<file path="src/include/loop_test_pkg.sv">
// constants and types for the handset test loop controller
package loop_test_pkg;
  localparam int          FRAME_W       = 16;
  localparam int          TS_N          = 8;
  localparam logic [14:0] PRBS_SEED     = 15'h7fff;
  localparam int          PRBS_TAP_HI   = 14;
  localparam int          PRBS_TAP_LO   = 13;
  localparam logic [3:0]  CV_NO_COUNT   = 4'hf;
  localparam logic [15:0] PDU_BYTE_BITS = 16'h0008;
  localparam int          OPEN_ACK_BIT  = 0;
  typedef enum logic [2:0] {
    ST_IDLE,
    ST_SINGLE,
    ST_MULTI,
    ST_PRBS_TX,
    ST_LOOPBACK
  } loop_state_e;
endpackage : loop_test_pkg

</file>
<file path="src/verilog/prbs15_gen.sv">
// 15-stage maximal-length pseudorandom bit generator
`timescale 1ns/100ps
module prbs15_gen
  import loop_test_pkg::*;
(
  // clock and reset
  input  wire logic clock_in,
  input  wire logic rst_b_in,
  // control
  input  wire logic restart_in,
  input  wire logic step_in,
  // output
  output logic      bit_out
);
  logic [14:0] lfsr_q;
  logic [14:0] lfsr_d;
  wire         fb = lfsr_q[PRBS_TAP_HI] ^ lfsr_q[PRBS_TAP_LO];
  // x^15 + x^14 + 1, period 32767; the seed is never zero so it cannot lock up
  assign lfsr_d  = restart_in ? PRBS_SEED : {lfsr_q[13:0], fb};
  assign bit_out = lfsr_q[PRBS_TAP_HI];
  always_ff @(posedge clock_in or negedge rst_b_in) begin
    if (!rst_b_in) begin
      lfsr_q <= PRBS_SEED;
    end else if (restart_in || step_in) begin
      lfsr_q <= lfsr_d;
    end
  end
  property p_nonzero;
    @(posedge clock_in) disable iff (!rst_b_in)
    lfsr_q != 15'h0000;
  endproperty
  a_nonzero: assert property (p_nonzero) else $error("prbs register reached zero");
  property p_feedback;
    @(posedge clock_in) disable iff (!rst_b_in)
    step_in && !restart_in |=> lfsr_q[0] == $past(fb);
  endproperty
  a_feedback: assert property (p_feedback) else $error("prbs feedback wrong");
endmodule : prbs15_gen

</file>
<file path="config.mk">
export PLATFORM = sky130hd
export DESIGN_NAME = prbs15_gen
export DESIGN_NICKNAME = d
export VERILOG_FILES = /design/src/include/loop_test_pkg.sv /design/src/verilog/prbs15_gen.sv
export SDC_FILE = /design/constraint.sdc
export NUM_CORES = 1
export LEC_CHECK = 0
export ABC_AREA = 1
export BUFFER_PORTS_ARGS = -buffer_cell sky130_fd_sc_hd__buf_2
export CAP_MARGIN = 20
export CORE_AREA = 2 2 39 41
export DETAILED_ROUTE_END_ITERATION = 6
export DIE_AREA = 0 0 41 43
export GPL_TIMING_DRIVEN = 1
export PLACE_DENSITY = 0.7
export SYNTH_ARGS = -nofsm -noshare
export SYNTH_HDL_FRONTEND = slang
export SYNTH_SLANG_ARGS = --single-unit
</file>
<file path="constraint.sdc">
create_clock -name clock_in -period 1 [get_ports clock_in]
set_input_delay 0.05 -clock clock_in [delete_from_list [all_inputs] [get_ports clock_in]]
set_output_delay 0.05 -clock clock_in [all_outputs]
set_load 0.01 [all_outputs]
</file>
==> impl_metrics.py <==
metrics = {
    "setup_path": {
        "crit_chain": "buf_6",
        "r2r_setup_slack_ps": 50,
        "crit_path_start_kind": "flip-flop",
        "crit_type": "reg2out",
        "cp-end-kind": "output pin",
        "reg2reg_to": "lfsr_q[0]$_DFFE_PN1P_",
        "critPathRequiredTime_ps": 950,
        "critPathBufInv": 1,
        "slowest_delay_ps": 560,
        "slowest_stage": "dfstp_2",
        "crit_fanout": 2,
        "r2r_cells": 6,
        "regToRegStartpoint": "lfsr_q[14]$_DFFE_PN1P_",
        "path_delay_family": "flip-flops",
        "critPathArrivalTime_ps": 940,
        "cp.depth": 1,
    },
    "route": {
        "vias": 462,
        "drt-total-wl_um": 1076,
        "antenna_left": 0,
        "wl_per_cell_um": 11.70,
        "drtIter0Drc": 4,
        "drc_errors": 0,
        "vias_per_cell": 5.022,
        "first_pass_iters": 3,
    },
    "clock_tree": {
        "cts_buffer_depth": 2,
        "cts_root_buffer": "clkbuf_4",
        "numCtsBuffers": 3,
        "clkTransAtPathRegs_ps": 90,
        "clkSinkCount": 15,
        "clkLatencyLatePin_ps": 280,
        "h-tree-depth": 1,
        "cts_tree": "done",
    },
    "finish": {
        "nets": 81,
        "largest_reg_flops": 15,
        "layout-drive-gt1-share": 0.4342,
        "post-route-util": 0.5326,
        "diodes": 0,
        "regMostFlops": "lfsr_q",
        "reg_top3": "lfsr_q (15)",
        "nFillCells": 133,
        "final_common_cell": "nand2_1",
        "areaGrowthSynthToFinish_pct": 9.684,
        "fin_area_um2": 737.0,
        "mostFrequentLayoutCells": "nand2_1, dfstp_2, nand3_1",
    },
    "sta": {
        "tightest_slew_ps": 335.6,
        "hold_viol": 0,
        "finClkSkew_ps": 7.825,
        "grt_setup_unrepaired": "yes",
        "fin_setup_tns_ps": 0,
        "finalCritPeriodShare": 0.9909,
        "post-route-min-period_ps": 990.9,
        "slew_violations": 0,
        "fmax_mhz": 1009,
        "maxSlewHeadroom": 0.7763,
        "final.setup.worst_slack_ps": 9.105,
        "setup_viol": 0,
    },
    "power_and_ir_drop": {
        "p_total_uw": 1177,
        "p_per_area_nw_per_um2": 1597,
        "cellLeakagePower_uw": 0.0003493,
        "peakVddDrop_mv": 0.7681,
    },
    "place": {
        "place.port_buffers": 4,
        "place_hpwl_um": 726.5,
        "place_worst_setup_slack_ps": 142.5,
        "gp_congestion": 0.6329,
        "dpl_cell_area_um2": 678.2,
    },
    "logic_synthesis": {
        "syn_area_um2": 671.9,
        "ys_types": 11,
        "syn-num-nets": 73,
        "synth_warnings": 0,
        "avgSynthCellArea_um2": 9.738,
        "synth.yosys.seq_area_share": 0.5866,
        "synthCells": 69,
        "ys_ff_latch": 15,
    },
    "global_routing": {
        "grt_pass1_wl_um": 1800,
        "grt_start_max_net_pins": 19,
        "groute.usage.overall": 0.1547,
        "grt_overflow": 0,
        "grt_pass1_vias": 435,
        "antenna_found_initial": 0,
    },
    "die": {
        "ios": 5,
        "die_x_um": 41,
        "die_h_um": 43,
        "fp.dieArea_um2": 1763,
        "start_util": 0.4855,
        "num_rows": 14,
        "core_um2": 1384,
    },
    "run": {
        "drv_cap": 0,
    },
    "run_status": {
        "run_status": "finished clean",
    },
    "min_path": {
        "min_from": "restart_in",
        "holdCritPathClass": "in2reg",
        "min_to": "lfsr_q[0]$_DFFE_PN1P_",
        "min_path_cells": 3,
    },
}
-- metrics by stage --
stage	instances	hold WS [ps]
floorplan	69	-97.84
global placement	86	235.9
detailed placement	86	237.6
CTS	92	51.77
global route	92	68.04
finish	92	64.09
-- metal layers --
layer  share of wire  track usage  wire [um]  up-vias
met5               0            0          0        -
met4          0.0084       0.1000          9        0
met3           0.022      0.03141         24        2
met2            0.49       0.2188        524        3
met1            0.48       0.2062        518      221
li1                -            -          -      236
-- worst max-delay path by stage --
| stage | endpoint | slack, ps | from |
|---|---|---|---|
| final | bit_out | 9 | lfsr_q[14]$_DFFE_PN1P_ |
| after global routing | lfsr_q[0]$_DFFE_PN1P_ | -20 | lfsr_q[14]$_DFFE_PN1P_ |
| after CTS | bit_out | 7 | lfsr_q[14]$_DFFE_PN1P_ |
| after detailed placement | lfsr_q[0]$_DFFE_PN1P_ | 140 | lfsr_q[13]$_DFFE_PN1P_ |
| after global placement | lfsr_q[0]$_DFFE_PN1P_ | 160 | lfsr_q[14]$_DFFE_PN1P_ |
| after floorplan | lfsr_q[0]$_DFFE_PN1P_ | 140 | lfsr_q[14]$_DFFE_PN1P_ |
-- synthesized netlist by cell type (all sizes together) --
cell type	count	area, um^2
nand3	8	40.04
o21ai	6	48.79
dfstp	15	394.1
a21oi	5	25.02
inv	6	25.02
buf	3	33.78
nand2	26	105.1
-- what timing repair did --
item	CTS	global route
endpoints found under the hold margin	15	0
setup endpoints to repair	1	2
buffers inserted	1	0
gates resized for setup	0	5
pin swaps	0	3
hold buffers	1	0
-- cells by family (layout without fill, tap and decap cells) --
group | count (synthesis) | count (layout) | synth area share
AND/OR/NAND/NOR | 34 | 34 | 0.2160
buffers and inverters | 9 | 16 | 0.08751
flip-flops | 15 | 15 | 0.5866
AO/OA/AOI/OAI | 11 | 11 | 0.1099
-- power breakdown --
| group | internal, uW | total (uW) | switching (uW) |
|---|---|---|---|
| Combinational | 54.8 | 146 | 90.9 |
| Sequential | 674 | 696 | 21.6 |
| Clock | 154 | 336 | 181 |
| Total | 883 | 1180 | 294 |
-- cell type report --
class	count	area (um^2)	area share
inverters	6	27.53	0.03735
repair buffers	6	47.55	0.06452
well taps	16	20.02	0.02716
flip-flops and latches	15	394.1	0.5348
clock buffers	4	26.28	0.03565
multi-input cells	45	221.5	0.3005
Note: power is estimated with default switching activity, not from simulation.
